<file path="src/hw/mrm_cfg.svh">
// Purpose: constants of the meter serial slave
// Assumes: included by bare name, once per unit
// Notes: offsets are register word addresses on the line
`ifndef MRM_CFG_SVH
`define MRM_CFG_SVH
// ****************************************
// timing
// ****************************************
`define MRM_CLK_HZ 10000000
`define MRM_B1200 1200
`define MRM_B2400 2400
`define MRM_B4800 4800
`define MRM_B9600 9600
// silence of about three and a half characters, in bit times
`define MRM_GAP_BITS 6'h26
`define MRM_LAST_BIT 4'h7
// ****************************************
// configuration word layout and values
// ****************************************
`define MRM_ADR_HI 15
`define MRM_ADR_LO 8
`define MRM_FMT_HI 7
`define MRM_FMT_LO 6
`define MRM_BAUD_HI 3
`define MRM_BAUD_LO 0
`define MRM_BAUD_1200 4'h3
`define MRM_BAUD_2400 4'h4
`define MRM_BAUD_4800 4'h5
`define MRM_BAUD_9600 4'h6
`define MRM_FMT_E1 2'h1
`define MRM_FMT_O1 2'h2
`define MRM_FMT_N2 2'h3
`define MRM_CFG_RST 16'h0105
`define MRM_BCAST 8'h00
// ****************************************
// register map and fixed contents
// ****************************************
`define MRM_REG_MODEL_A 16'h0000
`define MRM_REG_MODEL_B 16'h0001
`define MRM_REG_VRANGE 16'h0002
`define MRM_REG_IRANGE 16'h0003
`define MRM_REG_CFG 16'h0004
`define MRM_REG_VOLT 16'h0048
`define MRM_REG_CURR 16'h0049
`define MRM_REG_POWER 16'h004A
`define MRM_REG_FWD_HI 16'h004B
`define MRM_REG_FWD_LO 16'h004C
`define MRM_REG_PF 16'h004D
`define MRM_REG_REV_HI 16'h004E
`define MRM_REG_REV_LO 16'h004F
`define MRM_REG_DIR 16'h0050
`define MRM_REG_FREQ 16'h0051
// model codes: arbitrary neutral values
`define MRM_MODEL_A 16'h1A2B
`define MRM_MODEL_B 16'h3C4D
`define MRM_VRANGE 16'h00FA
`define MRM_IRANGE 16'h0032
// ****************************************
// framing
// ****************************************
`define MRM_FC_RD 8'h03
`define MRM_FC_WR 8'h10
`define MRM_FC_RLY_RD 8'h01
`define MRM_FC_RLY_WR 8'h05
`define MRM_CRC_INIT 16'hFFFF
`define MRM_CRC_POLY 16'hA001
`define MRM_RD_LEN 8'h08
`define MRM_WR_LEN 8'h0B
`define MRM_WR_RSP_LEN 8'h08
`define MRM_RD_HDR 8'h03
`define MRM_CRC_LEN 8'h02
`define MRM_LEN_MAX 8'hFF
`define MRM_WR_BYTES 8'h02
`define MRM_IX_ADDR 8'h00
`define MRM_IX_FUNC 8'h01
`define MRM_IX_ST_HI 8'h02
`define MRM_IX_ST_LO 8'h03
`define MRM_IX_CNT_HI 8'h04
`define MRM_IX_CNT_LO 8'h05
`define MRM_IX_BCNT 8'h06
`define MRM_IX_WD_HI 8'h07
`define MRM_IX_WD_LO 8'h08
`define MRM_IX_RBCNT 8'h02
`endif

</file>
<file path="src/hw/mrm_pkg.sv">
// Purpose: types of the meter serial slave
// Assumes: nothing
// Notes: whole module state is one packed struct
package mrm_pkg;
    typedef enum logic [2:0] {
        RX_IDLE = 3'b000,
        RX_START = 3'b001,
        RX_DATA = 3'b010,
        RX_PAR = 3'b011,
        RX_STOP = 3'b100
    } mrm_rx_e;
    typedef enum logic [2:0] {
        TX_IDLE = 3'b000,
        TX_START = 3'b001,
        TX_DATA = 3'b010,
        TX_PAR = 3'b011,
        TX_STOP = 3'b100
    } mrm_tx_e;
    typedef enum logic {
        CTL_RECV = 1'b0,
        CTL_SEND = 1'b1
    } mrm_ctl_e;
    typedef struct packed {
        logic rx_s1;
        logic rx_s2;
        mrm_rx_e rx_st;
        logic [13:0] rx_cnt;
        logic [3:0] rx_bit;
        logic [7:0] rx_sh;
        logic rx_par;
        logic rx_err;
        logic [5:0] gap;
        logic [7:0] len;
        logic [15:0] crc;
        logic [7:0] addr;
        logic [7:0] func;
        logic [15:0] start;
        logic [15:0] count;
        logic [7:0] bcnt;
        logic [15:0] wdata;
        mrm_ctl_e ctl;
        mrm_tx_e tx_st;
        logic [13:0] tx_cnt;
        logic [3:0] tx_bit;
        logic [7:0] tx_sh;
        logic tx_par;
        logic [7:0] tx_idx;
        logic [7:0] tx_len;
        logic [15:0] tx_crc;
        logic [15:0] cfg;
        logic [15:0] cfg_pend;
        logic [31:0] fwd_snap;
        logic [31:0] rev_snap;
        logic tx;
        logic oe_n;
    } mrm_state_s;
endpackage

</file>
<file path="src/hw/mrm_slave.sv">
// Purpose: serial RTU slave front end of a single-phase energy meter
// Assumes: measurement inputs are on core_clk_in; rx_in is asynchronous
// Notes: only function 03H reads and a one-word 10H write of 0004H are served
`timescale 1ns/100ps
`include "mrm_cfg.svh"

module mrm_slave #(
    parameter int CLK_HZ = `MRM_CLK_HZ
) (
    // clock and reset
    input logic core_clk_in,
    input logic srst_in,
    // serial line
    input logic rx_in,
    output logic tx_out,
    output logic line_oe_n_out,
    // configuration in force
    output logic [15:0] cfg_word_out,
    // measurement values
    input logic [15:0] volt_in,
    input logic [15:0] curr_in,
    input logic [15:0] power_in,
    input logic [31:0] fwd_energy_in,
    input logic [15:0] pf_in,
    input logic [31:0] rev_energy_in,
    input logic dir_neg_in,
    input logic [15:0] freq_in
);
    // ****************************************
    // state and helpers
    // ****************************************
    mrm_pkg::mrm_state_s q;
    mrm_pkg::mrm_state_s n;
    logic [13:0] bclk;
    logic [1:0] fmt;
    logic fmt_par;
    logic byte_go;
    logic frame_bad;
    logic addressed;
    logic rd_ok;
    logic wr_ok;
    logic eval_go;
    logic crc_bad_go;
    logic addr_miss_go;
    logic range_bad_go;
    logic reply_go;
    logic [7:0] tx_k;
    logic [15:0] tx_reg;
    logic [7:0] tx_byte;

    function automatic logic [15:0] crc_byte(input logic [15:0] c, input logic [7:0] b);
        logic [15:0] r;
        r = c ^ {8'h00, b};
        for (int i = 0; i < 8; i++) begin
            r = r[0] ? ((r >> 1) ^ `MRM_CRC_POLY) : (r >> 1);
        end
        return r;
    endfunction

    function automatic logic [13:0] bit_clks(input logic [3:0] code);
        int hz;
        hz = CLK_HZ / `MRM_B4800;
        case (code)
            `MRM_BAUD_1200: hz = CLK_HZ / `MRM_B1200;
            `MRM_BAUD_2400: hz = CLK_HZ / `MRM_B2400;
            `MRM_BAUD_9600: hz = CLK_HZ / `MRM_B9600;
            default: hz = CLK_HZ / `MRM_B4800;
        endcase
        return 14'(hz - 1);
    endfunction

    function automatic logic range_ok(input logic [15:0] s, input logic [15:0] c);
        logic [16:0] last;
        last = {1'b0, s} + {1'b0, c} - 17'h00001;
        return (c != 16'h0000) && ((last <= {1'b0, `MRM_REG_CFG}) ||
            ((s >= `MRM_REG_VOLT) && (last <= {1'b0, `MRM_REG_FREQ})));
    endfunction

    function automatic logic cfg_ok(input logic [15:0] w);
        logic [3:0] b;
        b = w[`MRM_BAUD_HI:`MRM_BAUD_LO];
        return (w[`MRM_ADR_HI:`MRM_ADR_LO] != `MRM_BCAST) &&
            (b >= `MRM_BAUD_1200) && (b <= `MRM_BAUD_9600);
    endfunction

    function automatic logic [15:0] reg_val(input logic [15:0] a);
        case (a)
            `MRM_REG_MODEL_A: reg_val = `MRM_MODEL_A;
            `MRM_REG_MODEL_B: reg_val = `MRM_MODEL_B;
            `MRM_REG_VRANGE: reg_val = `MRM_VRANGE;
            `MRM_REG_IRANGE: reg_val = `MRM_IRANGE;
            `MRM_REG_CFG: reg_val = q.cfg;
            `MRM_REG_VOLT: reg_val = volt_in;
            `MRM_REG_CURR: reg_val = curr_in;
            `MRM_REG_POWER: reg_val = power_in;
            `MRM_REG_FWD_HI: reg_val = q.fwd_snap[31:16];
            `MRM_REG_FWD_LO: reg_val = q.fwd_snap[15:0];
            `MRM_REG_PF: reg_val = pf_in;
            `MRM_REG_REV_HI: reg_val = q.rev_snap[31:16];
            `MRM_REG_REV_LO: reg_val = q.rev_snap[15:0];
            `MRM_REG_DIR: reg_val = {15'h0000, dir_neg_in};
            `MRM_REG_FREQ: reg_val = freq_in;
            default: reg_val = 16'h0000;
        endcase
    endfunction

    // ****************************************
    // next state
    // ****************************************
    always_comb begin
        n = q;
        byte_go = 1'b0;
        frame_bad = 1'b0;
        eval_go = 1'b0;
        crc_bad_go = 1'b0;
        addr_miss_go = 1'b0;
        range_bad_go = 1'b0;
        reply_go = 1'b0;
        bclk = bit_clks(q.cfg[`MRM_BAUD_HI:`MRM_BAUD_LO]);
        fmt = q.cfg[`MRM_FMT_HI:`MRM_FMT_LO];
        fmt_par = (fmt == `MRM_FMT_E1) || (fmt == `MRM_FMT_O1);
        addressed = (q.addr == q.cfg[`MRM_ADR_HI:`MRM_ADR_LO])
            || (q.addr == `MRM_BCAST);
        // relay codes are neither decoded nor served, so they stay silent
        rd_ok = (q.func == `MRM_FC_RD) && (q.len == `MRM_RD_LEN)
            && range_ok(q.start, q.count);
        wr_ok = (q.func == `MRM_FC_WR) && (q.len == `MRM_WR_LEN)
            && (q.start == `MRM_REG_CFG) && (q.count == 16'h0001)
            && (q.bcnt == `MRM_WR_BYTES) && cfg_ok(q.wdata);
        // reply byte for the current index
        tx_k = q.tx_idx - `MRM_RD_HDR;
        tx_reg = reg_val(q.start + {9'h000, tx_k[7:1]});
        tx_byte = tx_k[0] ? tx_reg[7:0] : tx_reg[15:8];
        if (q.func == `MRM_FC_WR) begin
            case (q.tx_idx)
                `MRM_IX_ST_HI: tx_byte = q.start[15:8];
                `MRM_IX_ST_LO: tx_byte = q.start[7:0];
                `MRM_IX_CNT_HI: tx_byte = q.count[15:8];
                `MRM_IX_CNT_LO: tx_byte = q.count[7:0];
                default: ;
            endcase
        end else if (q.tx_idx == `MRM_IX_RBCNT) begin
            tx_byte = {q.count[6:0], 1'b0};
        end
        if (q.tx_idx == `MRM_IX_ADDR) begin
            tx_byte = q.cfg[`MRM_ADR_HI:`MRM_ADR_LO];
        end
        if (q.tx_idx == `MRM_IX_FUNC) begin
            tx_byte = q.func;
        end
        if (q.tx_idx == q.tx_len - `MRM_CRC_LEN) begin
            tx_byte = q.tx_crc[7:0];
        end
        if (q.tx_idx == q.tx_len - 8'h01) begin
            tx_byte = q.tx_crc[15:8];
        end
        // ****************************************
        // receiver
        // ****************************************
        n.rx_s1 = rx_in;
        n.rx_s2 = q.rx_s1;
        n.rx_cnt = (q.rx_cnt == 14'h0000) ? bclk : q.rx_cnt - 14'h0001;
        unique case (q.rx_st)
            mrm_pkg::RX_IDLE: begin
                if (!q.rx_s2) begin
                    n.rx_st = mrm_pkg::RX_START;
                    n.rx_cnt = bclk >> 1;
                    n.gap = 6'h00;
                end else if ((q.rx_cnt == 14'h0000) && (q.gap != `MRM_GAP_BITS)) begin
                    n.gap = q.gap + 6'h01;
                end
            end
            mrm_pkg::RX_START: begin
                if (q.rx_cnt == 14'h0000) begin
                    // a glitch shorter than half a bit is dropped
                    n.rx_st = q.rx_s2 ? mrm_pkg::RX_IDLE : mrm_pkg::RX_DATA;
                    n.rx_bit = 4'h0;
                    n.rx_par = 1'b0;
                end
            end
            mrm_pkg::RX_DATA: begin
                if (q.rx_cnt == 14'h0000) begin
                    n.rx_sh = {q.rx_s2, q.rx_sh[7:1]};
                    n.rx_par = q.rx_par ^ q.rx_s2;
                    n.rx_bit = q.rx_bit + 4'h1;
                    if (q.rx_bit == `MRM_LAST_BIT) begin
                        n.rx_st = fmt_par ? mrm_pkg::RX_PAR : mrm_pkg::RX_STOP;
                    end
                end
            end
            mrm_pkg::RX_PAR: begin
                if (q.rx_cnt == 14'h0000) begin
                    frame_bad = (q.rx_par ^ q.rx_s2) != (fmt == `MRM_FMT_O1);
                    n.rx_st = mrm_pkg::RX_STOP;
                end
            end
            mrm_pkg::RX_STOP: begin
                if (q.rx_cnt == 14'h0000) begin
                    byte_go = 1'b1;
                    frame_bad = !q.rx_s2;
                    n.rx_st = mrm_pkg::RX_IDLE;
                    n.gap = 6'h00;
                end
            end
        endcase
        // ****************************************
        // request assembly and check
        // ****************************************
        if (q.ctl == mrm_pkg::CTL_RECV) begin
            if (frame_bad) begin
                n.rx_err = 1'b1;
            end
            if (byte_go) begin
                n.crc = crc_byte(q.crc, q.rx_sh);
                if (q.len != `MRM_LEN_MAX) begin
                    n.len = q.len + 8'h01;
                end
                case (q.len)
                    `MRM_IX_ADDR: n.addr = q.rx_sh;
                    `MRM_IX_FUNC: n.func = q.rx_sh;
                    `MRM_IX_ST_HI: n.start[15:8] = q.rx_sh;
                    `MRM_IX_ST_LO: n.start[7:0] = q.rx_sh;
                    `MRM_IX_CNT_HI: n.count[15:8] = q.rx_sh;
                    `MRM_IX_CNT_LO: n.count[7:0] = q.rx_sh;
                    `MRM_IX_BCNT: n.bcnt = q.rx_sh;
                    `MRM_IX_WD_HI: n.wdata[15:8] = q.rx_sh;
                    `MRM_IX_WD_LO: n.wdata[7:0] = q.rx_sh;
                    default: ;
                endcase
            end
            if ((q.gap == `MRM_GAP_BITS) && (q.len != 8'h00) && !byte_go) begin
                eval_go = 1'b1;
                n.len = 8'h00;
                n.crc = `MRM_CRC_INIT;
                n.rx_err = 1'b0;
                // a frame with its own CRC appended leaves a zero remainder
                crc_bad_go = q.crc != 16'h0000;
                addr_miss_go = !addressed;
                range_bad_go = (q.func == `MRM_FC_RD) && !rd_ok;
                if (!q.rx_err && !crc_bad_go && addressed && (rd_ok || wr_ok)) begin
                    n.fwd_snap = fwd_energy_in;
                    n.rev_snap = rev_energy_in;
                    n.cfg_pend = wr_ok ? q.wdata : q.cfg;
                    if (q.addr == `MRM_BCAST) begin
                        n.cfg = n.cfg_pend;
                    end else begin
                        reply_go = 1'b1;
                        n.ctl = mrm_pkg::CTL_SEND;
                        n.oe_n = 1'b0;
                        n.tx_idx = 8'h00;
                        n.tx_crc = `MRM_CRC_INIT;
                        n.tx_len = rd_ok ? `MRM_RD_HDR + {q.count[6:0], 1'b0} + `MRM_CRC_LEN
                            : `MRM_WR_RSP_LEN;
                    end
                end
            end
        end
        // ****************************************
        // transmitter
        // ****************************************
        n.tx_cnt = (q.tx_cnt == 14'h0000) ? bclk : q.tx_cnt - 14'h0001;
        unique case (q.tx_st)
            mrm_pkg::TX_IDLE: begin
                if (q.ctl == mrm_pkg::CTL_SEND) begin
                    if (q.tx_idx != q.tx_len) begin
                        n.tx_sh = tx_byte;
                        n.tx_par = (^tx_byte) ^ (fmt == `MRM_FMT_O1);
                        if (q.tx_idx < q.tx_len - `MRM_CRC_LEN) begin
                            n.tx_crc = crc_byte(q.tx_crc, tx_byte);
                        end
                        n.tx_idx = q.tx_idx + 8'h01;
                        n.tx_st = mrm_pkg::TX_START;
                        n.tx_cnt = bclk;
                        n.tx = 1'b0;
                    end else begin
                        // new settings of an answered write take effect only once the answer is out
                        n.ctl = mrm_pkg::CTL_RECV;
                        n.oe_n = 1'b1;
                        n.cfg = q.cfg_pend;
                        n.gap = 6'h00;
                    end
                end
            end
            mrm_pkg::TX_START: begin
                if (q.tx_cnt == 14'h0000) begin
                    n.tx = q.tx_sh[0];
                    n.tx_sh = q.tx_sh >> 1;
                    n.tx_bit = 4'h0;
                    n.tx_st = mrm_pkg::TX_DATA;
                end
            end
            mrm_pkg::TX_DATA: begin
                if (q.tx_cnt == 14'h0000) begin
                    if (q.tx_bit != `MRM_LAST_BIT) begin
                        n.tx = q.tx_sh[0];
                        n.tx_sh = q.tx_sh >> 1;
                        n.tx_bit = q.tx_bit + 4'h1;
                    end else begin
                        n.tx = fmt_par ? q.tx_par : 1'b1;
                        n.tx_bit = 4'h0;
                        n.tx_st = fmt_par ? mrm_pkg::TX_PAR : mrm_pkg::TX_STOP;
                    end
                end
            end
            mrm_pkg::TX_PAR: begin
                if (q.tx_cnt == 14'h0000) begin
                    n.tx = 1'b1;
                    n.tx_st = mrm_pkg::TX_STOP;
                end
            end
            mrm_pkg::TX_STOP: begin
                if (q.tx_cnt == 14'h0000) begin
                    if ((fmt == `MRM_FMT_N2) && (q.tx_bit == 4'h0)) begin
                        n.tx_bit = 4'h1;
                    end else begin
                        n.tx_st = mrm_pkg::TX_IDLE;
                    end
                end
            end
        endcase
        if (srst_in) begin
            n = '0;
            n.rx_s1 = 1'b1;
            n.rx_s2 = 1'b1;
            n.crc = `MRM_CRC_INIT;
            n.cfg = `MRM_CFG_RST;
            n.cfg_pend = `MRM_CFG_RST;
            n.tx = 1'b1;
            n.oe_n = 1'b1;
        end
    end

    always_ff @(posedge core_clk_in) begin
        q <= n;
    end

    assign tx_out = q.tx;
    assign line_oe_n_out = q.oe_n;
    assign cfg_word_out = q.cfg;
endmodule

</file>
<file path="config.mk">
export PLATFORM = sky130hd
export DESIGN_NAME = mrm_slave
export DESIGN_NICKNAME = d
export VERILOG_FILES = /design/src/hw/mrm_pkg.sv /design/src/hw/mrm_slave.sv
export VERILOG_INCLUDE_DIRS = /design/src /design/src/hw
export SDC_FILE = /design/constraint.sdc
export NUM_CORES = 1
export LEC_CHECK = 0
export ABC_CLOCK_PERIOD_IN_PS = 5000
export CORE_ASPECT_RATIO = 0.6
export CORE_MARGIN = 2
export CORE_UTILIZATION = 50
export DETAILED_ROUTE_END_ITERATION = 16
export DONT_BUFFER_PORTS = 1
export PLACE_DENSITY = 0.68
export SLEW_MARGIN = 20
export SYNTH_ARGS = -nofsm -noshare
export SYNTH_HDL_FRONTEND = slang
export SYNTH_SLANG_ARGS = --single-unit
</file>
<file path="constraint.sdc">
create_clock -name core_clk_in -period 5 [get_ports core_clk_in]
set_input_delay 0.5 -clock core_clk_in [delete_from_list [all_inputs] [get_ports core_clk_in]]
set_output_delay 0.5 -clock core_clk_in [all_outputs]
set_load 0.005 [all_outputs]
</file>
# --- Word-level counts from Yosys, hierarchy flattened ---
# Index checks and enable logic that the tools add are counted.
word_totals:
  regBits: 296
  latchBits: 0
  ramBits: 0
  romBits: 0
  in_bits: 148
  output_inout_bits: 18
  elab_cells: 343
  memories: 0
classes:
  addsub: 16
  multipliers: 0
  n_div: 0
  n_lt_le_gt_ge: 6
  n_eq_ne: 73
  shift: 0
  n_mux: 122
  bitwise_logic: 22
  reduce_logical: 69
op_table:
  columns: ["operator", "count"]
  rows:
  - ["$mux W128", 3]
  - ["$mux W16", 21]
  - ["$pmux W16 S15", 1]
  - ["$eq A16 B7 Y1 const B", 10]
  - ["$mux W8", 20]
  - ["$mux W32", 3]
  - ["$mux W96", 1]
  - ["$mux W17", 4]
  - ["$mux W14", 4]
  - ["$eq A8 B2 Y1 const B", 6]
  - ["$eq A8 B3 Y1 const B", 6]
  - ["$not A2 Y3", 16]
  - ["$pmux W14 S3", 1]
  - ["$reduce_and A3 Y1", 13]
  - ["$mux W3", 12]
  - ["$mux W6", 6]
  - ["$eq A16 B1 Y1 const B", 2]
  - ["$eq A16 B2 Y1 const B", 2]
  - ["$eq A16 B3 Y1 const B", 2]
  - ["$ne A2 B2 Y1 const B", 16]
  - ["$pmux W8 S4", 1]
  - ["$reduce_bool A16 Y1", 2]
  - ["$xor A16 B8 Y16", 2]
  - ["$pmux W3 S5", 2]
  - ["68 further kinds", 152]

# --- Longest topological paths before layout ---
depth:
  ltp_word: 32
  mapped_depth: 24
  ltp_nobuf: 20

# --- Least setup slack after synthesis ---
# Ideal clock, no wire load.
synth_timing:
  kind: "register -> register"
  start: "register q[124] (netlist bit)"
  end: "register q[98] (netlist bit)"
  setup_time_ns: 0.088
  t_arrival_ns: 5.422
  required_time_ns: 4.912
  setup_slack_ns: -0.510
  path_stages_with_launch: 23
  path_buffers: 3
  synth_period_minus_slack_ns: 5.510
  path_cell_list: "dfxtp_1 -> clkbuf_1 -> or2_2 -> or3_1 -> a211oi_1 -> xor2_1 -> ha_1 -> buf_2 -> o21a_1 -> or3_1 -> a2111o_1 -> nor4_2 -> buf_4 -> a32oi_1 -> a21oi_1 -> nor3_1 -> o31ai_1 -> mux2_2 -> xnor3_2 -> xor2_1 -> and3_1 -> o31a_1 -> nor4_2"
synth_via:
  elab_chain_len: 25
  elab_cells_between_ends: 56
  cone_classes: "2 x add/sub; 1 x order compare; 22 x eq/ne; 21 x mux; 8 x bitwise; 2 x reduce/logical"
synth_lines:
  columns: ["element", "line_no", "text"]
  rows:
  - ["from (decl)", "mrm_slave.sv:32", "mrm_pkg::mrm_state_s q;"]
  - ["from (signal assigned)", "mrm_slave.sv:334", "q <= n;"]
  - ["$sub A8 B2 Y8 (no source line)", null, null]
  - ["$add A16 B7 Y16", "mrm_slave.sv:132", "tx_reg = reg_val(q.start + {9'h000, tx_k[7:1]});"]
  - ["$eq A16 B7 Y1, or another cell as far along", "mrm_slave.sv:87", "case (a)"]
  - ["$pmux W16 S15", "mrm_slave.sv:87", null]
  - ["$mux W8", "mrm_slave.sv:133", "tx_byte = tx_k[0] ? tx_reg[7:0] : tx_reg[15:8];"]
  - ["$pmux W8 S4 or $mux W8 (tied branches)", "mrm_slave.sv:135, mrm_slave.sv:142", null]
  - ["$mux W8", "mrm_slave.sv:134", "if (q.func == `MRM_FC_WR) begin"]
  - ["$mux W8", "mrm_slave.sv:145", "if (q.tx_idx == `MRM_IX_ADDR) begin"]
  - ["[3 not listed]", null, null]
  - ["$xor A16 B8 Y16", "mrm_slave.sv:53", "r = c ^ {8'h00, b};"]
  - ["$mux W16 or $not A2 Y3 (tied branches) (6 in series)", null, null]
  - ["$not A2 Y3 (no source line) or $mux W16 (tied branches)", null, null]
  - ["$mux W16 (2 in series)", "mrm_slave.sv:55", "r = r[0] ? ((r >> 1) ^ `MRM_CRC_POLY) : (r >> 1);"]
  - ["$mux W16", "mrm_slave.sv:268", "if (q.tx_idx < q.tx_len - `MRM_CRC_LEN) begin"]
  - ["$mux W16 (*)", "mrm_slave.sv:265", "if (q.tx_idx != q.tx_len) begin"]
  - ["$mux W32 (*)", "mrm_slave.sv:264", "if (q.ctl == mrm_pkg::CTL_SEND) begin"]
  - ["$mux W32 (*)", "mrm_slave.sv:262", "unique case (q.tx_st)"]
# Every way passes the cells marked *; elsewhere a longest branch is shown, timed or not.
# A chain may end at the register's enable or synchronous reset.

# --- Worst setup path in the final report ---
# Same ends and word-level chain as after synthesis.

==> metrics.md <==
| Metric | Value |
|---|---|
| Status | `finished, violations left` |
| Failing checks | `negative setup slack` |
| Yosys Warn Count | `0` |
| Actual slew at the worst max-slew pin | `0.911 ns` |
| DP Area | `20300 µm²` |
| Slew headroom | `0.391` |
| DR vias | `18400` |
| Maximum VDD drop | `0.327 mV` |
| Pin count of the biggest net entering global routing | `201` |
| Syn avg cell area | `8.18 µm²` |
| Share of layout cells above drive strength 1 | `0.165` |
| Distinct cell type count after synthesis | `99` |
| H-tree depth | `1` |
| Core Region | `37400 µm²` |
| Main flop type after synthesis | `dfxtp_1` |
| Post-route clock period utilization | `1.07` |
| Ys async rst share | `0` |
| IO Count | `166` |
| Number of global-route vias before repair | `16700` |
| Crit path buf inv count | `2` |
| Root buf cell | `clkbuf_16` |
| Ant diodes | `0` |
| Height of the die | `154 µm` |
| PwrDens | `251 nW/µm²` |
| Most common cell after layout, fill and taps aside | `nor2_1` |
| EDFF count, synth | `0` |
| CP Cell Sequence | `or2_4 -> or3_4 -> a211oi_2 -> xor2_1 -> ha_1 -> buf_6 -> or2_2 -> and4_1 -> a311oi_4 -> nand3_4 -> buf_6 -> nor3_4 -> o31ai_2 -> o31ai_1 -> mux2_2 -> xnor3_2 -> xor2_1 -> and3_1 -> o31a_1 -> nor4_2` |
| Net Sw Frac | `0.269` |
| HPWL after detailed placement | `49.3 mm` |
| Syn Inst Count | `2306` |
| CTS sink cnt | `296` |
| Post-synthesis sequential area ratio | `0.314` |
| Final worst slack | `-0.353 ns` |
| Clk_lat worst skew | `0.60 ns` |
| Clock slew at reported path FFs | `0.07 ns` |
| P_sw | `1.48 mW` |
| Skew final | `0.0181 ns` |
| Largest stage delay on the critical path | `0.47 ns` |
| Final Max Tran Viols | `0` |
| Sequential power share | `0.460` |
| Initial Util | `0.504` |
| CTS Buf Count | `29` |
| Critical path type | `flip-flop to flip-flop` |
| Clock buffer depth | `3` |
| Min-Delay Path Class | `input port to flip-flop` |
| Internal power | `4.03 mW` |
| Synthesized cell area | `18900 µm²` |
| Peak Freq | `0.187 GHz` |
| Antenna violations before repair | `6` |
| Met2 routed WL | `26.1 mm` |
| Overflow after GRT | `0` |
| Number of remaining DRC errors | `0` |
| Row count | `55` |
| Initial detailed-routing violation count | `2631` |
| Mean number of vias per cell | `6.28` |
| M1 WL | `31.9 mm` |
| Crit path capture type | `flip-flop` |
| Post-route design area | `22000 µm²` |
| Post-layout nets | `2608` |
| Most frequent cells in the layout | `nor2_1, dfxtp_1, buf_4` |
| Critical Path Fanout Max | `5` |
| GRT Resource Usage Total | `0.330` |
| Pre-CTS setup slack | `-0.373 ns` |
| RSZ-0062 raised after global routing | `true` |
| Placer Congestion | `1.03` |
| CTS tree | `done` |
| Syn_nets | `2524` |
| Post-route ant nets | `0` |
| Max cap viols | `0` |
| Filler cells | `3403` |
| Worst EP arrival | `5.87 ns` |
| Final wirelength | `67.4 mm` |
| Routed wire length per instance | `23.0 µm` |
| Final min period | `5.35 ns` |
| Top Layer Used | `met5` |
| Final Setup Violations | `4` |
| Crit path max-delay cell type | `xnor3_2` |
| Worst EP required | `5.51 ns` |
| Lkg Pwr | `8.69 nW` |
| #FFs+latches synth | `296` |
| Chip width | `255 µm` |
| Clock power frac | `0.419` |
| Pre-antenna DRT Iters | `7` |
| Number of port buffers | `0` |
| Startpoint Class | `flip-flop` |
| Final hold vios | `0` |
| Met3 wire length | `8.18 mm` |
| Final Total Pwr | `5.51 mW` |
| First-pass GRT wire length | `101 mm` |
| Logic pwr share | `0.121` |
| Layout area overhead | `16.6%` |
| Die ar. | `39300 µm²` |
| Family with the most delay on the worst path | `simple AND/OR/NAND/NOR gates` |
-- final cells by class --
class | instances | area [µm²] | area share
well taps | 513 | 642 | 0.0292
inverters | 98 | 368 | 0.0167
repair buffers | 220 | 1840 | 0.0836
clock inverters | 13 | 173 | 0.00785
multi-input cells | 1745 | 12200 | 0.557
clock buffers | 39 | 793 | 0.0361
flip-flops and latches | 296 | 5930 | 0.270
-- stage by stage --
step | hold slack, ns | TNS (ns) | util | std cells
after floorplan | 0.389 | -0.264 | - | 2306
after global placement | 0.453 | -0.803 | 0.543 | 2840
after detailed placement | 0.471 | -1.55 | 0.543 | 2840
after CTS | 0.00276 | -0.893 | 0.580 | 2914
after global routing | 0.00145 | -1.88 | 0.587 | 2924
final | 0.0320 | -0.899 | 0.587 | 2924
-- worst paths after layout --
| check | startpoint | to | slack (ns) | cells after the start |
|---|---|---|---|---|
| setup / recovery | q[124] | q[98] | -0.35 | 20 |
| hold / removal | rx_in | q[295] | 0.03 | 1 |
| setup reg to reg | q[124] | q[98] | -0.35 | 20 |
| hold reg to reg | q[220] | q[220] | 0.48 | 2 |
-- cell usage after synthesis, drive strengths merged, types with 22 or more instances --
cell type  instances  area, µm²
a211oi            56        453
xnor2             70        666
nand3             69        350
and3              33        206
nor3              83        438
o21ai             62        322
clkbuf           121        454
nand2            162        608
buf               46        272
ha                68        851
nor2             321       1200
mux2i            165       1660
inv               98        368
nand2b            35        219
dfxtp            296       5930
a21oi            148        752
o211ai            22        184
xor2              57        552
nor4              39        287
-- layer usage --
layer / up-vias / GRT usage
met3: 117 / 0.101
met4: 6 / 0.0543
met5: - / 0
met2: 1008 / 0.431
li1: 8414 / -
met1: 8814 / 0.523
-- kinds of logic after synthesis --
family | Yosys count | synth area share
multiplexers | 187 | 0.109
adder cells (fa/ha/maj) | 70 | 0.0472
AND/OR/NAND/NOR | 869 | 0.223
AO/OA/AOI/OAI | 490 | 0.181
buffers and inverters | 265 | 0.0580
flip-flops | 296 | 0.314
XOR/XNOR | 129 | 0.0671
-- flip-flops by register name (all words and copies together) (netlist names) --
signal and flops:
q 278, cfg_word_out 16, line_oe_n_out 1, tx_out 1
-- worst register-to-register path, stage by stage (launching register included) --
cell and delay [ns]:
dfxtp_2 0.32, or2_4 0.24, or3_4 0.36, a211oi_2 0.18
xor2_1 0.20, ha_1 0.29, buf_6 0.14, or2_2 0.30
and4_1 0.25, a311oi_4 0.33, nand3_4 0.19, buf_6 0.18
nor3_4 0.18, o31ai_2 0.10, o31ai_1 0.28, mux2_2 0.40
xnor3_2 0.47, xor2_1 0.18, and3_1 0.19, o31a_1 0.30
nor4_2 0.20
-- what timing repair did --
action	in CTS	in global routing
gates cloned	0	1
buffers inserted	13	8
pin swaps	33	37
setup endpoints to repair	6	115
gates resized for setup	45	44
hold buffers	9	1
endpoints found under the hold margin	75	1
-- power groups by stage --
stage	Clock [mW]	Combinational, mW	Sequential, mW
6_report	2.31	0.669	2.53
5_1_grt	2.43	0.748	2.55
4_1_cts	2.33	0.659	2.53
3_5_place_dp	0	0.611	2.58
3_3_place_gp	0	0.597	2.58
2_1_floorplan	0	0.540	2.56
(Power assumes the default switching activity.)
